`config.mk`:
```
export PLATFORM = sky130hd
export DESIGN_NAME = srm_top
export DESIGN_NICKNAME = d
export VERILOG_FILES = /design/src/verilog/srm_pkg.sv /design/src/verilog/srm_sync_if.sv /design/src/verilog/srm_sync.sv /design/src/verilog/srm_top.sv
export SDC_FILE = /design/constraint.sdc
export NUM_CORES = 1
export LEC_CHECK = 0
export BUFFER_PORTS_ARGS = -buffer_cell sky130_fd_sc_hd__buf_2
export CORE_ASPECT_RATIO = 1.5
export CORE_MARGIN = 2
export CORE_UTILIZATION = 29
export CTS_BUF_LIST = sky130_fd_sc_hd__clkbuf_8
export DETAILED_ROUTE_END_ITERATION = 8
export PLACE_DENSITY = 0.55
export SLEW_MARGIN = 20
export SYNTH_ARGS = -nofsm -noshare
export SYNTH_HDL_FRONTEND = slang
export SYNTH_SLANG_ARGS = --single-unit
```
`constraint.sdc`:
```
create_clock -name clock -period 6.35 [get_ports clock]
set_clock_uncertainty 0.05 [all_clocks]
set_input_delay 1.27 -clock clock [delete_from_list [all_inputs] [get_ports clock]]
set_output_delay 1.27 -clock clock [all_outputs]
set_load 0.05 [all_outputs]
```
`src/verilog/srm_pkg.sv`:
```
// ---------------------------------------------------------------------------
// How it works
// - After power-up the supply reset output is high and stays high until the supply has been good for the selected hold time.
// - While the main supply is below its trip level the supply reset output is high, until the supply has been back in range for the selected hold time.
// - A high manual reset input starts a reset cycle that drives the supply reset output high.
// - After the manual reset input returns low the supply reset output stays high for the selected hold time.
// - Two software-writable selection bits in the control and status register choose the hold time.
// - Each monitor output goes high while its input is above its own trip level.
// - Each monitor output goes low when its input falls below its own trip level.
// - Both monitor outputs are copied into latched volatile bits of the control and status register.
// - The latched monitor bits can be read by the host over the register port.
// - The third-input monitor output follows its comparator with no added delay or stretching.
// - The second-input monitor output follows its comparator directly with no power-up delay.
// ---------------------------------------------------------------------------

package srm_pkg;

    // -----------------------------------------------------------------------
    // Clock and timing
    // -----------------------------------------------------------------------
    localparam int CLK_PERIOD_NS = 100;
    localparam int NS_PER_MS = 1000000;
    localparam int HOLD_MS_0 = 50;
    localparam int HOLD_MS_1 = 100;
    localparam int HOLD_MS_2 = 200;
    localparam int HOLD_MS_3 = 400;

    // -----------------------------------------------------------------------
    // Register map
    // -----------------------------------------------------------------------
    localparam int ADDR_W = 8;
    localparam int DATA_W = 32;
    localparam logic [7:0] CSR_OFFSET = 8'h00;
    localparam logic [7:0] IRQ_STATUS_OFFSET = 8'h04;
    localparam logic [7:0] IRQ_CLEAR_OFFSET = 8'h08;
    localparam logic [7:0] IRQ_ENABLE_OFFSET = 8'h0c;

    localparam int CSR_SEL_LO_BIT = 0;
    localparam int CSR_SEL_HI_BIT = 1;
    localparam int CSR_MON_B_BIT = 2;
    localparam int CSR_MON_C_BIT = 3;
    localparam int CSR_RESET_BIT = 4;
    localparam logic [1:0] CSR_SEL_RESET = 2'h0;

    // -----------------------------------------------------------------------
    // Events and synchronised inputs
    // -----------------------------------------------------------------------
    localparam int EVT_W = 4;
    localparam int EVT_RST_ON = 0;
    localparam int EVT_RST_OFF = 1;
    localparam int EVT_MON_B = 2;
    localparam int EVT_MON_C = 3;
    localparam logic [EVT_W-1:0] IRQ_EN_RESET = 4'h0;

    localparam int IN_W = 4;
    localparam int IN_SUPPLY = 0;
    localparam int IN_MANUAL = 1;
    localparam int IN_MON_B = 2;
    localparam int IN_MON_C = 3;

    typedef enum logic [1:0] {
        SEQ_HOLD = 2'b00,
        SEQ_COUNT = 2'b01,
        SEQ_RUN = 2'b10
    } srm_seq_type;

endpackage

```
`src/verilog/srm_sync_if.sv`:
```
`timescale 1ns/1ns

interface srm_sync_if #(
    parameter int W = 4
);
    logic [W-1:0] raw;
    logic [W-1:0] clean;

    modport syncer (input raw, output clean);
    modport user (output raw, input clean);
endinterface // srm_sync_if

```
`src/verilog/srm_sync.sv`:
```
`timescale 1ns/1ns

module srm_sync
    import srm_pkg::*;
#(
    parameter int W = 4
)
(
    // Clock and reset.
    input wire logic clock,
    input wire logic srst,
    // Raw pins in, filtered levels out.
    srm_sync_if.syncer port
);

    typedef struct packed {
        logic [W-1:0] s1;
        logic [W-1:0] s2;
        logic [W-1:0] s3;
        logic [W-1:0] clean;
    } srm_sync_type;

    srm_sync_type sync_q;
    srm_sync_type sync_d;

    // -----------------------------------------------------------------------
    // Three stages
    // -----------------------------------------------------------------------
    // A level counts only once the second and third stage agree, so a
    // single metastable sample never reaches the sequencer.
    always_comb
    begin
        sync_d = sync_q;
        sync_d.s1 = port.raw;
        sync_d.s2 = sync_q.s1;
        sync_d.s3 = sync_q.s2;
        for (int i = 0; i < W; i++)
        begin
            if (sync_q.s2[i] == sync_q.s3[i])
            begin
                sync_d.clean[i] = sync_q.s3[i];
            end
        end
    end

    always_ff @(posedge clock)
    begin
        if (srst)
        begin
            sync_q <= '0;
        end
        else
        begin
            sync_q <= sync_d;
        end
    end

    assign port.clean = sync_q.clean;
endmodule // srm_sync

```
`src/verilog/srm_top.sv`:
```
// Design decisions made here: the placing of the registers and the APB slave port.
`timescale 1ns/1ns

module srm_top
    import srm_pkg::*;
#(
    parameter int CNT_W = 22,
    parameter int HOLD_CYC_0 =
        (HOLD_MS_0 * NS_PER_MS + CLK_PERIOD_NS - 1) / CLK_PERIOD_NS,
    parameter int HOLD_CYC_1 =
        (HOLD_MS_1 * NS_PER_MS + CLK_PERIOD_NS - 1) / CLK_PERIOD_NS,
    parameter int HOLD_CYC_2 =
        (HOLD_MS_2 * NS_PER_MS + CLK_PERIOD_NS - 1) / CLK_PERIOD_NS,
    parameter int HOLD_CYC_3 =
        (HOLD_MS_3 * NS_PER_MS + CLK_PERIOD_NS - 1) / CLK_PERIOD_NS
)
(
    // Clock and reset.
    input wire logic clock,
    input wire logic srst,
    // APB slave.
    input wire logic [ADDR_W-1:0] paddr,
    input wire logic psel,
    input wire logic penable,
    input wire logic pwrite,
    input wire logic [DATA_W-1:0] pwdata,
    output logic [DATA_W-1:0] prdata,
    output logic pready,
    output logic pslverr,
    // Comparator results and manual reset pin.
    input wire logic supply_ok_in,
    input wire logic manual_reset_in,
    input wire logic monitor_b_in,
    input wire logic monitor_c_in,
    // Open-drain outputs: level and pull-low enable.
    output logic supply_reset_out,
    output logic supply_reset_oe,
    output logic monitor_b_out,
    output logic monitor_b_oe,
    output logic monitor_c_out,
    output logic monitor_c_oe,
    // Interrupt.
    output logic irq
);

    // -----------------------------------------------------------------------
    // State
    // -----------------------------------------------------------------------
    typedef struct packed {
        srm_seq_type seq;
        logic [CNT_W-1:0] cnt;
        logic rst_out;
        logic mon_b;
        logic mon_c;
        logic [1:0] sel;
        logic lat_b;
        logic lat_c;
        logic [EVT_W-1:0] irq_stat;
        logic [EVT_W-1:0] irq_en;
        logic [DATA_W-1:0] rdata;
        logic slverr;
        logic irq;
    } srm_top_type;

    localparam srm_top_type TOP_RESET = '{
        seq: SEQ_HOLD,
        cnt: '0,
        rst_out: 1'b1,
        mon_b: 1'b0,
        mon_c: 1'b0,
        sel: CSR_SEL_RESET,
        lat_b: 1'b0,
        lat_c: 1'b0,
        irq_stat: '0,
        irq_en: IRQ_EN_RESET,
        rdata: '0,
        slverr: 1'b0,
        irq: 1'b0
    };

    srm_top_type top_q;
    srm_top_type top_d;

    // -----------------------------------------------------------------------
    // Decoding helpers
    // -----------------------------------------------------------------------
    function automatic logic [CNT_W-1:0] hold_term(input logic [1:0] sel);
        logic [CNT_W-1:0] term;
        case (sel)
            2'h0: term = CNT_W'(HOLD_CYC_0);
            2'h1: term = CNT_W'(HOLD_CYC_1);
            2'h2: term = CNT_W'(HOLD_CYC_2);
            default: term = CNT_W'(HOLD_CYC_3);
        endcase
        return term;
    endfunction

    function automatic logic addr_hit(input logic [ADDR_W-1:0] addr);
        return addr == CSR_OFFSET || addr == IRQ_STATUS_OFFSET ||
            addr == IRQ_CLEAR_OFFSET || addr == IRQ_ENABLE_OFFSET;
    endfunction

    // -----------------------------------------------------------------------
    // Input synchroniser
    // -----------------------------------------------------------------------
    srm_sync_if #(.W(IN_W)) sync_bus ();

    assign sync_bus.raw[IN_SUPPLY] = supply_ok_in;
    assign sync_bus.raw[IN_MANUAL] = manual_reset_in;
    assign sync_bus.raw[IN_MON_B] = monitor_b_in;
    assign sync_bus.raw[IN_MON_C] = monitor_c_in;

    srm_sync #(.W(IN_W)) u_sync (
        .clock(clock),
        .srst(srst),
        .port(sync_bus.syncer)
    );

    logic supply_ok_s;
    logic manual_s;
    logic mon_b_s;
    logic mon_c_s;
    logic fault;
    logic apb_setup;
    logic apb_write;
    logic [CNT_W-1:0] term_cnt;
    logic [EVT_W-1:0] evt;
    logic [EVT_W-1:0] clr;

    assign supply_ok_s = sync_bus.clean[IN_SUPPLY];
    assign manual_s = sync_bus.clean[IN_MANUAL];
    assign mon_b_s = sync_bus.clean[IN_MON_B];
    assign mon_c_s = sync_bus.clean[IN_MON_C];
    assign fault = ~supply_ok_s | manual_s;
    assign apb_setup = psel & ~penable;
    assign apb_write = psel & penable & pwrite;
    assign term_cnt = hold_term(top_q.sel);

    // -----------------------------------------------------------------------
    // Next state
    // -----------------------------------------------------------------------
    always_comb
    begin
        top_d = top_q;
        evt = '0;
        clr = '0;

        // Reset sequencer. A brown-out or manual reset restarts the full
        // hold time, so a chattering supply cannot release reset early.
        case (top_q.seq)
            SEQ_HOLD:
            begin
                top_d.rst_out = 1'b1;
                top_d.cnt = '0;
                if (!fault)
                begin
                    top_d.seq = SEQ_COUNT;
                end
            end
            SEQ_COUNT:
            begin
                if (fault)
                begin
                    top_d.seq = SEQ_HOLD;
                end
                else if (top_q.cnt == term_cnt - 1'b1)
                begin
                    top_d.seq = SEQ_RUN;
                    top_d.rst_out = 1'b0;
                end
                else
                begin
                    top_d.cnt = top_q.cnt + 1'b1;
                end
            end
            SEQ_RUN:
            begin
                if (fault)
                begin
                    top_d.seq = SEQ_HOLD;
                    top_d.rst_out = 1'b1;
                end
            end
            default:
            begin
                top_d.seq = SEQ_HOLD;
                top_d.rst_out = 1'b1;
            end
        endcase

        // Monitor outputs follow the synchronised comparators directly.
        top_d.mon_b = mon_b_s;
        top_d.mon_c = mon_c_s;
        top_d.lat_b = top_q.mon_b;
        top_d.lat_c = top_q.mon_c;

        evt[EVT_RST_ON] = top_d.rst_out & ~top_q.rst_out;
        evt[EVT_RST_OFF] = ~top_d.rst_out & top_q.rst_out;
        evt[EVT_MON_B] = top_d.mon_b ^ top_q.mon_b;
        evt[EVT_MON_C] = top_d.mon_c ^ top_q.mon_c;

        // Register read is captured in the setup cycle, so the answer
        // comes from flip-flops with no wait state.
        if (apb_setup)
        begin
            top_d.slverr = ~addr_hit(paddr);
            top_d.rdata = '0;
            case (paddr)
                CSR_OFFSET:
                begin
                    top_d.rdata[CSR_SEL_HI_BIT:CSR_SEL_LO_BIT] = top_q.sel;
                    top_d.rdata[CSR_MON_B_BIT] = top_q.lat_b;
                    top_d.rdata[CSR_MON_C_BIT] = top_q.lat_c;
                    top_d.rdata[CSR_RESET_BIT] = top_q.rst_out;
                end
                IRQ_STATUS_OFFSET:
                begin
                    top_d.rdata[EVT_W-1:0] = top_q.irq_stat;
                end
                IRQ_ENABLE_OFFSET:
                begin
                    top_d.rdata[EVT_W-1:0] = top_q.irq_en;
                end
                default:
                begin
                    top_d.rdata = '0;
                end
            endcase
        end

        if (apb_write)
        begin
            case (paddr)
                CSR_OFFSET:
                begin
                    top_d.sel =
                        pwdata[CSR_SEL_HI_BIT:CSR_SEL_LO_BIT];
                end
                IRQ_CLEAR_OFFSET:
                begin
                    clr = pwdata[EVT_W-1:0];
                end
                IRQ_ENABLE_OFFSET:
                begin
                    top_d.irq_en = pwdata[EVT_W-1:0];
                end
                default:
                begin
                    clr = '0;
                end
            endcase
        end

        // A new event beats a clear in the same cycle.
        top_d.irq_stat = (top_q.irq_stat & ~clr) | evt;
        top_d.irq = |(top_d.irq_stat & top_d.irq_en);
    end

    always_ff @(posedge clock)
    begin
        if (srst)
        begin
            top_q <= TOP_RESET;
        end
        else
        begin
            top_q <= top_d;
        end
    end

    // -----------------------------------------------------------------------
    // Outputs
    // -----------------------------------------------------------------------
    assign prdata = top_q.rdata;
    assign pready = 1'b1;
    assign pslverr = psel & penable & top_q.slverr;
    assign supply_reset_out = top_q.rst_out;
    assign supply_reset_oe = ~top_q.rst_out;
    assign monitor_b_out = top_q.mon_b;
    assign monitor_b_oe = ~top_q.mon_b;
    assign monitor_c_out = top_q.mon_c;
    assign monitor_c_oe = ~top_q.mon_c;
    assign irq = top_q.irq;
endmodule // srm_top

```
# After elaboration in Yosys (flattened, before gate mapping)
# Index checks and enable logic that the tools add are counted.
# op_classes
addsub	2
n_eq_ne	17
muxes	18
bitwise_logic	20
n_reduce_logical	11
# ops
operator	count
22-bit case mux with 3 select lines	1
22-bit case mux with 2 select lines	1
23-bit 2-to-1 mux	1
22-bit by 1-bit adder with 22-bit output, second input constant	1
22-bit == test	1
22-bit 2-to-1 mux	1
22-bit by 1-bit subtractor with 22-bit output, second input constant	1
8-bit by 4-bit == test with 1-bit output, second input constant	2
4-bit 2-to-1 mux	4
4-bit case mux with 3 select lines	1
4-bit AND	2
8-bit by 3-bit == test with 1-bit output, second input constant	1
8-bit logical NOT	1
2-bit 2-to-1 mux	4
2-bit != test, second input constant	4
1-bit inverter	7
1-bit AND	6
2-bit case mux with 3 select lines	1
3-bit AND reduction	2
1-bit == test	4
2-bit by 1-bit == test with 1-bit output, second input constant	2
2-bit == test, second input constant	2
2-bit logical NOT	2
4-bit inverter	1
10 further kinds	15
# word_totals
reg_bits	62
input_bits	49
out_inout_bits	41
elab_cells	88

# Depth between registers and ports, before layout
# Gate-level depths: netlist of the first run.
# logic_depth
ltp_word	12
depth_mapped	9
ltp_nobuf	8

# Modules after synthesis
# From an unflattened synthesis of the first run, not the netlist that was laid out.
# unflattened
hier_cells	393
area_unflattened_um2	3364.5
# by_module_without_submodules
mod	instances	cells_each	area_per_inst_um2
srm_top	1	348	2847.7
srm_sync	1	45	516.7

# Worst setup path after synthesis of the first run
# OpenSTA, ideal clock, no wires.
# synth_path
path_type	input to output
start	input psel
end	output pslverr
arrival_ns	1.719
setup_slack_ns	3.311
stages	1
path_buffers	0
path_cell_list	and3_1
# synth_via
elab_chain_len	2
# synth_rtl
item	line_no	text
from (decl)	srm_top.sv:23	input wire logic psel,
1-bit AND (2 in series)	srm_top.sv:276	assign pslverr = psel & penable & top_q.slverr;
to (decl)	srm_top.sv:29	output logic pslverr,
# No other way between the ends.

# Worst setup path after layout of the first run
# Same ends and word-level chain as after synthesis.

==> reports/qor.yml, run 1 <==
cellLeakagePower_uw: 0.00136
core_um2: 11400
postCtsHoldBufs: 0
power_frac_comb_pct: 7.7
route.detailed.drc: 0
yosysTopAreaCellShare_pct: 37.2
hold_viol: 0
dp_slack_ns: 3.10
p_int_uw: 543
critPathKind: "primary input to primary output"
initial_core_util_pct: 29.4
grt_antenna_before_repair: 0
crit_arrival_ns: 1.77
crit_path_frequent_cell: "buf_2"
synth.most_common_cell: "dfxtp_1"
hp-class: "flip-flop to flip-flop"
num_io_pins: 90
grt_pass1_vias: 2450
avgSynthCellArea_um2: 8.69
min_from: "u_sync.sync_d[8]$_SDFF_PP0_"
post_cts_resized: 0
grt_util_all_layers_pct: 11.2
min_period_over_period_pct: 48.7
yosysSeqAreaShare_pct: 37.2
p_per_area_nw_per_um2: 210
maxSlewViolCount: 0
crit_path_start_kind: "primary input"
cts.htree.levels: 3
finalCriticalPeriod_ns: 3.09
cap_violations: 0
worst-path-max-fanout: 4
cp_slowest_cell: "buf_2"
synthXorXnorAreaFrac_pct: 4.46
cp.required_ns: 5.03
fin_tns_setup_ns: 0
fin_util_pct: 32.1
synth_common_cells: "dfxtp_1, nor2_1, buf_4"
synth_largest_area_cell: "dfxtp_1"
fill_cells: 1212
crit_chain: "buf_2 > and3_1 > buf_2"
gp_congestion: 0.806
p_sw_share_pct: 29.0
cp_slowest_stage_delay_ns: 0.25
grt_pass1_wl_um: 11100
synth_area_leaders: "dfxtp_1, buf_4, ha_1"
area_delta_synth_final_pct: 9.15
cts_tree: "done"
vias: 2672
regArea_um2: 1240
grt_max_degree: 41
dr.pass1.iters: 4
numCtsBuffers: 9
drive_gt1_share_pct: 16.0
die_h_um: 135
avgViaCountPerCell: 4.75
synth_mux_area_share_pct: 1.80
fmax_ghz: 0.323
syn_area_um2: 3340
dp_hpwl_um: 5050
drtIter0Drc: 138
clkLatencyLatePin_ns: 0.36
wl_per_cell_um: 12.0
sequentialPowerShare_pct: 51.5
ys.flop_type: "dfxtp_1"
portBuffers: 33
clk_pin_slew_worst_paths_ns: 0.07
ant_nets: 0
finalSetupViolCount: 0
worstMarginPinSlew_ns: 0.834
relSlewSlack_pct: 44.3
cts_setup_buffers: 0
startpoint: "psel"
p_sw_uw: 222
rows: 48
cts_root_buffer: "clkbuf_8"
multi_input_area_um2: 1810
die_area_um2: 12400
rsz0062_at_grt: "false"
synth_cells: 384
ys_seq_elements: 62
diodes: 0
reg2reg_from: "top_q[44]$_SDFFE_PP0P_"
worst_setup_path_end_kind: "primary output"
synth_top_family_by_area: "simple AND/OR/NAND/NOR gates"
ir_drop_mv: 0.163
clk_path_buf_depth: 2
status: "complete, no violations"
die_w_um: 91.6
gr-total-overflow: 0
reg2reg_slack_ns: 3.37
synth_compound_area_share_pct: 17.6
synth-adder-area-share_pct: 4.50
async_reset_ff_share_pct: 0
p_clk_share_pct: 40.8
worst_slack_ns: 3.26
synth_cell_types: 60
synth_edf_count: 0
yosys_warnings: 0
synthSimpleGateAreaFrac_pct: 22.7
layout.nets: 469
cts_sinks: 62
totalWireLength_um: 6760
## placed cells by master, fill, tap and decap left out, types with 2 or more instances in the layout
cell type,instances
a211o_1,2
a21oi_1,22
a21oi_2,6
a22oi_1,6
and3_1,6
buf_2,33
clkbuf_8,9
clkinvlp_4,4
conb_1,28
dfxtp_1,62
ha_1,12
inv_1,18
mux2i_1,6
nand2_1,20
nand2b_1,3
nand3_1,15
nand4_1,12
nor2_1,34
nor2b_1,18
nor3_1,6
nor4_1,3
o21a_1,4
o21ai_0,10
o21ai_1,5
o21bai_1,2
o2bb2ai_1,4
o31ai_1,7
or3_1,3
or3_2,4
or4_1,5
xnor2_1,7
xor2_1,10
## power groups by stage
stage | sequential, µW | clock [µW] | combinational (µW)
after floorplan | 403 | 0 | 62.4
after global placement | 403 | 0 | 58.1
after detailed placement | 403 | 0 | 58.4
after CTS | 394 | 321 | 58.5
after global routing | 394 | 336 | 62.1
final | 394 | 312 | 58.6
## state kept, by name, summed over array words and instances, names as in the netlist
signal / flops
u_sync.port.clean: 4
top_q: 37
supply_reset_out: 1
monitor_c_out: 1
prdata: 5
u_sync.sync_d: 8
u_sync.sync_q: 4
irq: 1
monitor_b_out: 1
## layer usage
metal	vias up	routed length [µm]	GRT usage, %
li1	1349	-	-
met1	1237	2690	11.8
met2	68	3530	19.7
met3	18	293	2.89
met4	0	244	7.15
met5	-	0	0
## logic make-up after synthesis
logic type | Yosys count
DFF | 62
AOI/OAI and AO/OA | 81
adders and majority gates | 12
buffers and inverters | 63
xor gates and xnor gates | 17
muxes | 6
and+or+nand+nor | 141
other | 2
## area by class of cell
cell class | count | share of cell area [%]
Multi-Input combinational cell | 285 | 49.7
Sequential cell | 62 | 34.1
Tap cell | 150 | 5.15
Timing Repair Buffer | 33 | 4.54
Clock buffer | 9 | 3.40
Inverter | 17 | 1.75
Clock inverter | 7 | 1.41
## stage by stage
| stage | hold WS, ns | instance area [µm²] | power [µW] | std cells |
|---|---|---|---|---|
| floorplan | 0.364 | 3430 | 465 | 410 |
| global placement | 0.372 | 3470 | 461 | 547 |
| detailed placement | 0.373 | 3470 | 461 | 547 |
| CTS | 0.391 | 3640 | 773 | 563 |
| global route | 0.419 | 3640 | 793 | 563 |
| finish | 0.387 | 3640 | 764 | 563 |
## final timing paths
kind,endpoint,cells after the start
max reg2reg,top_q[59]$_SDFFE_PP0P_,8
min reg2reg,u_sync.sync_d[4]$_SDFF_PP0_,1
min,u_sync.sync_d[4]$_SDFF_PP0_,1
max,pslverr,3
## critical path, delay by kind of cell
| kind | cells | cell delay [ns] |
|---|---|---|
| simple gates | 1 | 0.15 |
| buf+inv | 2 | 0.36 |
Power figures use the tool's default switching activity.
==> run 2, diff against run 1 <==
--- a/config.mk
+++ b/config.mk
@@ -5,13 +5,14 @@
 export SDC_FILE = /design/constraint.sdc
 export NUM_CORES = 1
 export LEC_CHECK = 0
+export ABC_AREA = 1
 export BUFFER_PORTS_ARGS = -buffer_cell sky130_fd_sc_hd__buf_2
 export CORE_ASPECT_RATIO = 1.5
 export CORE_MARGIN = 2
 export CORE_UTILIZATION = 29
 export CTS_BUF_LIST = sky130_fd_sc_hd__clkbuf_8
 export DETAILED_ROUTE_END_ITERATION = 8
-export PLACE_DENSITY = 0.55
+export PLACE_DENSITY = 0.56
 export SLEW_MARGIN = 20
 export SYNTH_ARGS = -nofsm -noshare
 export SYNTH_HDL_FRONTEND = slang
==> constraint.sdc (replaced) <==
create_clock -name clock -period 2.6 [get_ports clock]
set_clock_uncertainty 0.05 [all_clocks]
set_input_delay 0.52 -clock clock [delete_from_list [all_inputs] [get_ports clock]]
set_output_delay 0.52 -clock clock [all_outputs]
set_load 0.05 [all_outputs]
==> run 2 against run 1 <==
Effect of this change:
- synthesized cell count grew 47%
- largest cell class unchanged
- die area is 11% higher
- register-to-register slack lost 2.9 ns
==> reports/qor.yml, run 2 <==
async_reset_ff_share_pct: 0
final_cell_mix: "nand2_1, inv_1, nor2_1"
synth_edf_count: 0
fin_tns_setup_ns: 0
critPathKind: "flip-flop to flip-flop"
die_w_um: 96.6
grt_antenna_before_repair: 0
synth_mux_area_share_pct: 0
portBuffers: 33
num_io_pins: 90
p_per_area_nw_per_um2: 569
ant_nets: 0
drive_gt1_share_pct: 11.8
synth_compound_area_share_pct: 9.30
clk_pin_slew_worst_paths_ns: 0.08
crit_arrival_ns: 2.37
worst-path-max-fanout: 23
status: "complete, no violations"
postCtsHoldBufs: 0
finalSetupViolCount: 0
crit_chain: "inv_1 > ha_1 > inv_2 > nand2_1 > nand3_1 > nand2_1 > nor2_1 > nand2_1 > nor2_1 > nand2_1 > nand2_4 > nand2_4 > a21oi_1 > nor2_1"
initial_core_util_pct: 29.8
ir_drop_mv: 0.387
synthSimpleGateAreaFrac_pct: 34.1
cp_slowest_stage_delay_ns: 0.43
synth.most_common_cell: "nand2_1"
synth_common_cells: "nand2_1, inv_1, nor2_1"
core_um2: 12500
totalWireLength_um: 8960
ys_seq_elements: 62
hp-class: "primary input to flip-flop"
synth_cells: 566
relSlewSlack_pct: 60.6
top_register: "top_q"
hold_viol: 0
finalCriticalPeriod_ns: 2.18
drtIter0Drc: 202
synth_top_family_by_area: "simple AND/OR/NAND/NOR gates"
cts_sinks: 62
worst-path-buf-inv: 2
yosysTopAreaCellShare_pct: 33.3
cellLeakagePower_uw: 0.00163
layout.nets: 658
fill_cells: 1396
synthXorXnorAreaFrac_pct: 3.05
cts_tree: "done"
crit_path_start_kind: "flip-flop"
cts_root_buffer: "clkbuf_8"
die_h_um: 143
largest_register_ff_count: 37
dp_hpwl_um: 6740
clk_path_buf_depth: 2
wl_per_cell_um: 11.8
avgViaCountPerCell: 4.61
vias: 3497
cts.htree.levels: 3
rows: 50
maxSlewViolCount: 0
rsz0062_at_grt: "false"
gr-total-overflow: 0
synth_area_leaders: "dfxtp_1, nand2_1, nand3_1"
min_period_over_period_pct: 83.8
yosysSeqAreaShare_pct: 33.3
cap_violations: 0
ys.flop_type: "dfxtp_1"
grt_max_degree: 53
grt_pass1_wl_um: 15000
worst_slack_ns: 0.422
avgSynthCellArea_um2: 6.59
dp_slack_ns: 0.404
crit_path_frequent_cell: "nand2_1"
cp.required_ns: 2.79
grt_util_all_layers_pct: 13.8
cp_top_family: "simple AND/OR/NAND/NOR gates"
post_cts_resized: 0
area_delta_synth_final_pct: 10.4
yosys_warnings: 0
dr.pass1.iters: 4
numCtsBuffers: 9
cts_setup_buffers: 0
syn_area_um2: 3730
final_common_cell: "nand2_1"
grt_pass1_vias: 3310
synth_largest_area_cell: "dfxtp_1"
synth-adder-area-share_pct: 4.03
worstMarginPinSlew_ns: 0.586
die_area_um2: 13800
synth_cell_types: 31
diodes: 0
worst_setup_path_end_kind: "flip-flop"
fmax_ghz: 0.459
clkLatencyLatePin_ns: 0.35
cp_slowest_cell: "dfxtp_1"
route.detailed.drc: 0
gp_congestion: 0.888
-- run 2: cell count changes in the layout (fill, tap and decap cells not counted), sizes merged, moves of 17 or more --
cell | before | now
inv | 19 | 71
nand2 | 20 | 132
nand3 | 15 | 53
nor2 | 34 | 72
nor2b | 18 | 0
nor3 | 6 | 23
-- run 2: cells by family (layout without fill, tap and decap cells) --
group | count (synthesis) | after routing
xor gates and xnor gates | 13 | 13
other | 2 | 28
DFF | 62 | 62
and+or+nand+nor | 293 | 293
adders and majority gates | 12 | 12
buffers and inverters | 119 | 129
AOI/OAI and AO/OA | 65 | 65
-- run 2: final cells by class --
type	count	area [µm²]	share of cell area (%)
multi-input cells	411	1990	48.3
flip-flops and latches	62	1240	30.2
repair buffers	45	255	6.20
inverters	68	255	6.20
well taps	156	195	4.74
clock buffers	9	124	3.01
clock inverters	7	56.3	1.37
-- run 2: per-stage QoR --
step / total power [µW] / instance area [µm²] / instances / util (%) / hold slack, ns
2_1_floorplan: 1490 / 3820 / 592 / - / 0.338
3_3_place_gp: 1570 / 3940 / 742 / 31.5 / 0.341
3_5_place_dp: 1580 / 3940 / 742 / 31.5 / 0.346
4_1_cts: 2380 / 4120 / 758 / 32.9 / 0.302
5_1_grt: 2480 / 4120 / 758 / 32.9 / 0.311
6_report: 2340 / 4120 / 758 / 32.9 / 0.321
-- run 2: per-layer routing --
metal	wire [µm]	GRT usage, %
met3	241	2.59
met2	4730	24.9
met1	3700	14.9
met5	0	0
met4	280	7.56
-- run 2: report_power, final --
group	total [µW]	switching (µW)	internal (µW)
clock network	787	431	357
logic	552	425	126
registers	1000	20.9	983
total	2340	877	1470
-- run 2: path summary, 6_finish.rpt --
check                                            startpoint                            to  slack (ns)  depth (start not counted)
worst max-delay path                 top_q[45]$_SDFFE_PP0P_        top_q[51]$_SDFFE_PP0P_        0.42                         14
worst min-delay path                           monitor_c_in  u_sync.sync_d[11]$_SDFF_PP0_        0.32                          3
worst max register to register       top_q[45]$_SDFFE_PP0P_        top_q[51]$_SDFFE_PP0P_        0.42                         14
worst min register to register  u_sync.sync_d[9]$_SDFF_PP0_   u_sync.sync_d[5]$_SDFF_PP0_        0.36                          2
-- run 2: worst min-delay path: cells and delay by family --
family                 cells  cell delay [ns]
buffers and inverters      2             0.11
AND/OR/NAND/NOR            1             0.06
==> run 3, diff against run 2 <==
==> constraint.sdc (replaced) <==
create_clock -name clock -period 1.91 [get_ports clock]
set_clock_uncertainty 0.05 [all_clocks]
set_input_delay 0.382 -clock clock [delete_from_list [all_inputs] [get_ports clock]]
set_output_delay 0.382 -clock clock [all_outputs]
set_load 0.05 [all_outputs]
==> run 3 against run 2 <==
Effect of this change:
- the run now ends with negative setup slack left
- via count rose by 7.1%
- register-to-register slack lost 0.56 ns
- combinational power increased by 97%
- worst hold slack lost 0.14 ns
- worst setup slack got worse by 0.56 ns
- final cell count is 4.9% higher
- die area stayed put
- critical endpoint is now top_q[53]$_SDFFE_PP0P_
- largest cell class unchanged
==> reports/qor.yml, run 3 (same netlist as run 2, synthesis figures left out) <==
status: "finished, violations left"
failed_checks: "negative setup slack"
whs_ns: 0.180
grt_max_degree: 53
min_period_over_period_pct: 107
initial_core_util_pct: 29.8
layout.nets: 695
wl_per_cell_um: 12.7
cellLeakagePower_uw: 0.00186
grt_antenna_before_repair: 0
clk_pin_slew_worst_paths_ns: 0.08
gp_congestion: 0.907
grt_pass1_vias: 3535
regArea_um2: 1250
worst-path-max-fanout: 6
grt_util_all_layers_pct: 15.3
totalWireLength_um: 10100
largest_register_ff_count: 37
ir_drop_mv: 0.486
cp_top_family: "simple AND/OR/NAND/NOR gates"
fill_cells: 1374
cp_slowest_cell: "dfxtp_4"
sequentialPowerShare_pct: 38.8
diodes: 0
fmax_ghz: 0.489
p_sw_share_pct: 40.1
rows: 50
grtUsageMet1_pct: 16.4
crit_path_start_kind: "flip-flop"
portBuffers: 33
area_delta_synth_final_pct: 27.8
dr.pass1.iters: 5
final_cell_mix: "nand2_1, nor2_1, inv_1"
finalSetupViolCount: 24
maxSlewViolCount: 0
critPathKind: "flip-flop to flip-flop"
cap_violations: 0
p_int_uw: 2110
cts_root_buffer: "clkbuf_8"
p_sw_uw: 1410
dp_slack_ns: -0.181
cts.htree.levels: 3
clk_path_buf_depth: 2
core_um2: 12500
ant_nets: 0
top_register: "top_q"
worst_setup_path_end_kind: "flip-flop"
crit_arrival_ns: 2.24
grt_util_met3_pct: 2.80
cp.required_ns: 2.10
worst-path-buf-inv: 3
hp-class: "primary input to flip-flop"
grtUsageMet2_pct: 26.9
die_h_um: 143
cts_sinks: 62
crit_chain: "buf_4 > ha_4 > inv_2 > nand3_1 > nand2_1 > nand2_1 > nand2_1 > nand2_1 > nor2_2 > nand2_2 > nand2_4 > buf_12 > nand2_8 > a21oi_4 > nor2_2"
p_clk_share_pct: 30.3
grt_pass1_wl_um: 16300
rsz0062_at_grt: "true"
drtIter0Drc: 137
final_common_cell: "nand2_1"
multi_input_area_um2: 2280
hold_viol: 0
route.detailed.drc: 0
avgViaCountPerCell: 4.71
dp_hpwl_um: 7130
clkLatencyLatePin_ns: 0.35
finalCriticalPeriod_ns: 2.04
numCtsBuffers: 9
p_per_area_nw_per_um2: 739
power_frac_comb_pct: 30.9
drive_gt1_share_pct: 25.5
crit_path_frequent_cell: "nand2_1"
worst_slack_ns: -0.134
gr-total-overflow: 0
die_area_um2: 13800
num_io_pins: 90
vias: 3746
cts_tree: "done"
cp_slowest_stage_delay_ns: 0.38
globalRoute.busiestLayer: "met2"
die_w_um: 96.6
-- run 3: cell count changes in the layout (fill, tap and decap cells not counted), moves of 4 or more --
cell / previous run / this run
nand3_1: 53 / 44
a21oi_1: 38 / 33
ha_4: 0 / 6
buf_6: 0 / 6
a21oi_2: 0 / 4
ha_1: 12 / 3
nand2_1: 129 / 110
nand2_2: 1 / 19
nand3_2: 0 / 9
inv_1: 67 / 62
buf_4: 12 / 36
-- run 3: power by group through the flow --
stage	clock network, µW	registers (µW)	logic, µW
global placement	0	1400	762
floorplan	0	1410	622
global route	1160	1370	1160
detailed placement	0	1400	787
finish	1070	1370	1090
CTS	1110	1370	1030
-- run 3: per-stage QoR --
step / power, µW / instance area, µm² / TNS [ns] / utilization (%) / std cells
finish: 3520 / 4760 / -2.48 / 38.1 / 795
global route: 3700 / 4760 / -5.56 / 38.1 / 795
CTS: 3500 / 4700 / -1.59 / 37.6 / 795
detailed placement: 2190 / 4170 / -3.37 / 33.3 / 770
global placement: 2160 / 4170 / -2.03 / 33.3 / 770
floorplan: 2030 / 3830 / 0 / - / 592
-- run 3: worst reg2reg max path, stage by stage (launching register included) --
cell and delay (ns):
dfxtp_4 0.38, buf_4 0.16, ha_4 0.18, inv_2 0.07, nand3_1 0.08, nand2_1 0.10, nand2_1 0.06, nand2_1 0.05
nand2_1 0.06, nor2_2 0.14, nand2_2 0.08, nand2_4 0.13, buf_12 0.14, nand2_8 0.08, a21oi_4 0.15, nor2_2 0.05
-- run 3: layout make-up --
cell class | count | area share, %
Timing Repair Buffer | 79 | 12.4
Clock buffer | 9 | 2.60
Inverter | 68 | 5.62
Multi-Input combinational cell | 414 | 47.9
Clock inverter | 7 | 1.21
Tap cell | 156 | 4.10
Sequential cell | 62 | 26.2
-- run 3: worst paths after layout --
kind,start,end,slack (ns),cells after the start
worst max-delay path,top_q[45]$_SDFFE_PP0P_,top_q[53]$_SDFFE_PP0P_,-0.13,15
worst min-delay path,monitor_c_in,u_sync.sync_d[11]$_SDFF_PP0_,0.18,3
worst max register to register,top_q[45]$_SDFFE_PP0P_,top_q[53]$_SDFFE_PP0P_,-0.13,15
worst min register to register,u_sync.sync_d[9]$_SDFF_PP0_,u_sync.sync_d[5]$_SDFF_PP0_,0.35,2
-- run 3: routing by layer --
layer,share of wire (%),up-vias
met5,0,-
met4,4.4,0
met3,3.9,31
met2,52,120
met1,39,1708
li1,-,1887
-- run 3: what timing repair did --
action / CTS / global route
buffers inserted: 5 / 1
pin swaps: 14 / 14
resized for setup: 61 / 18
hold buffers: 0 / 0
cloned: 4 / 0
setup endpoints to repair: 27 / 27
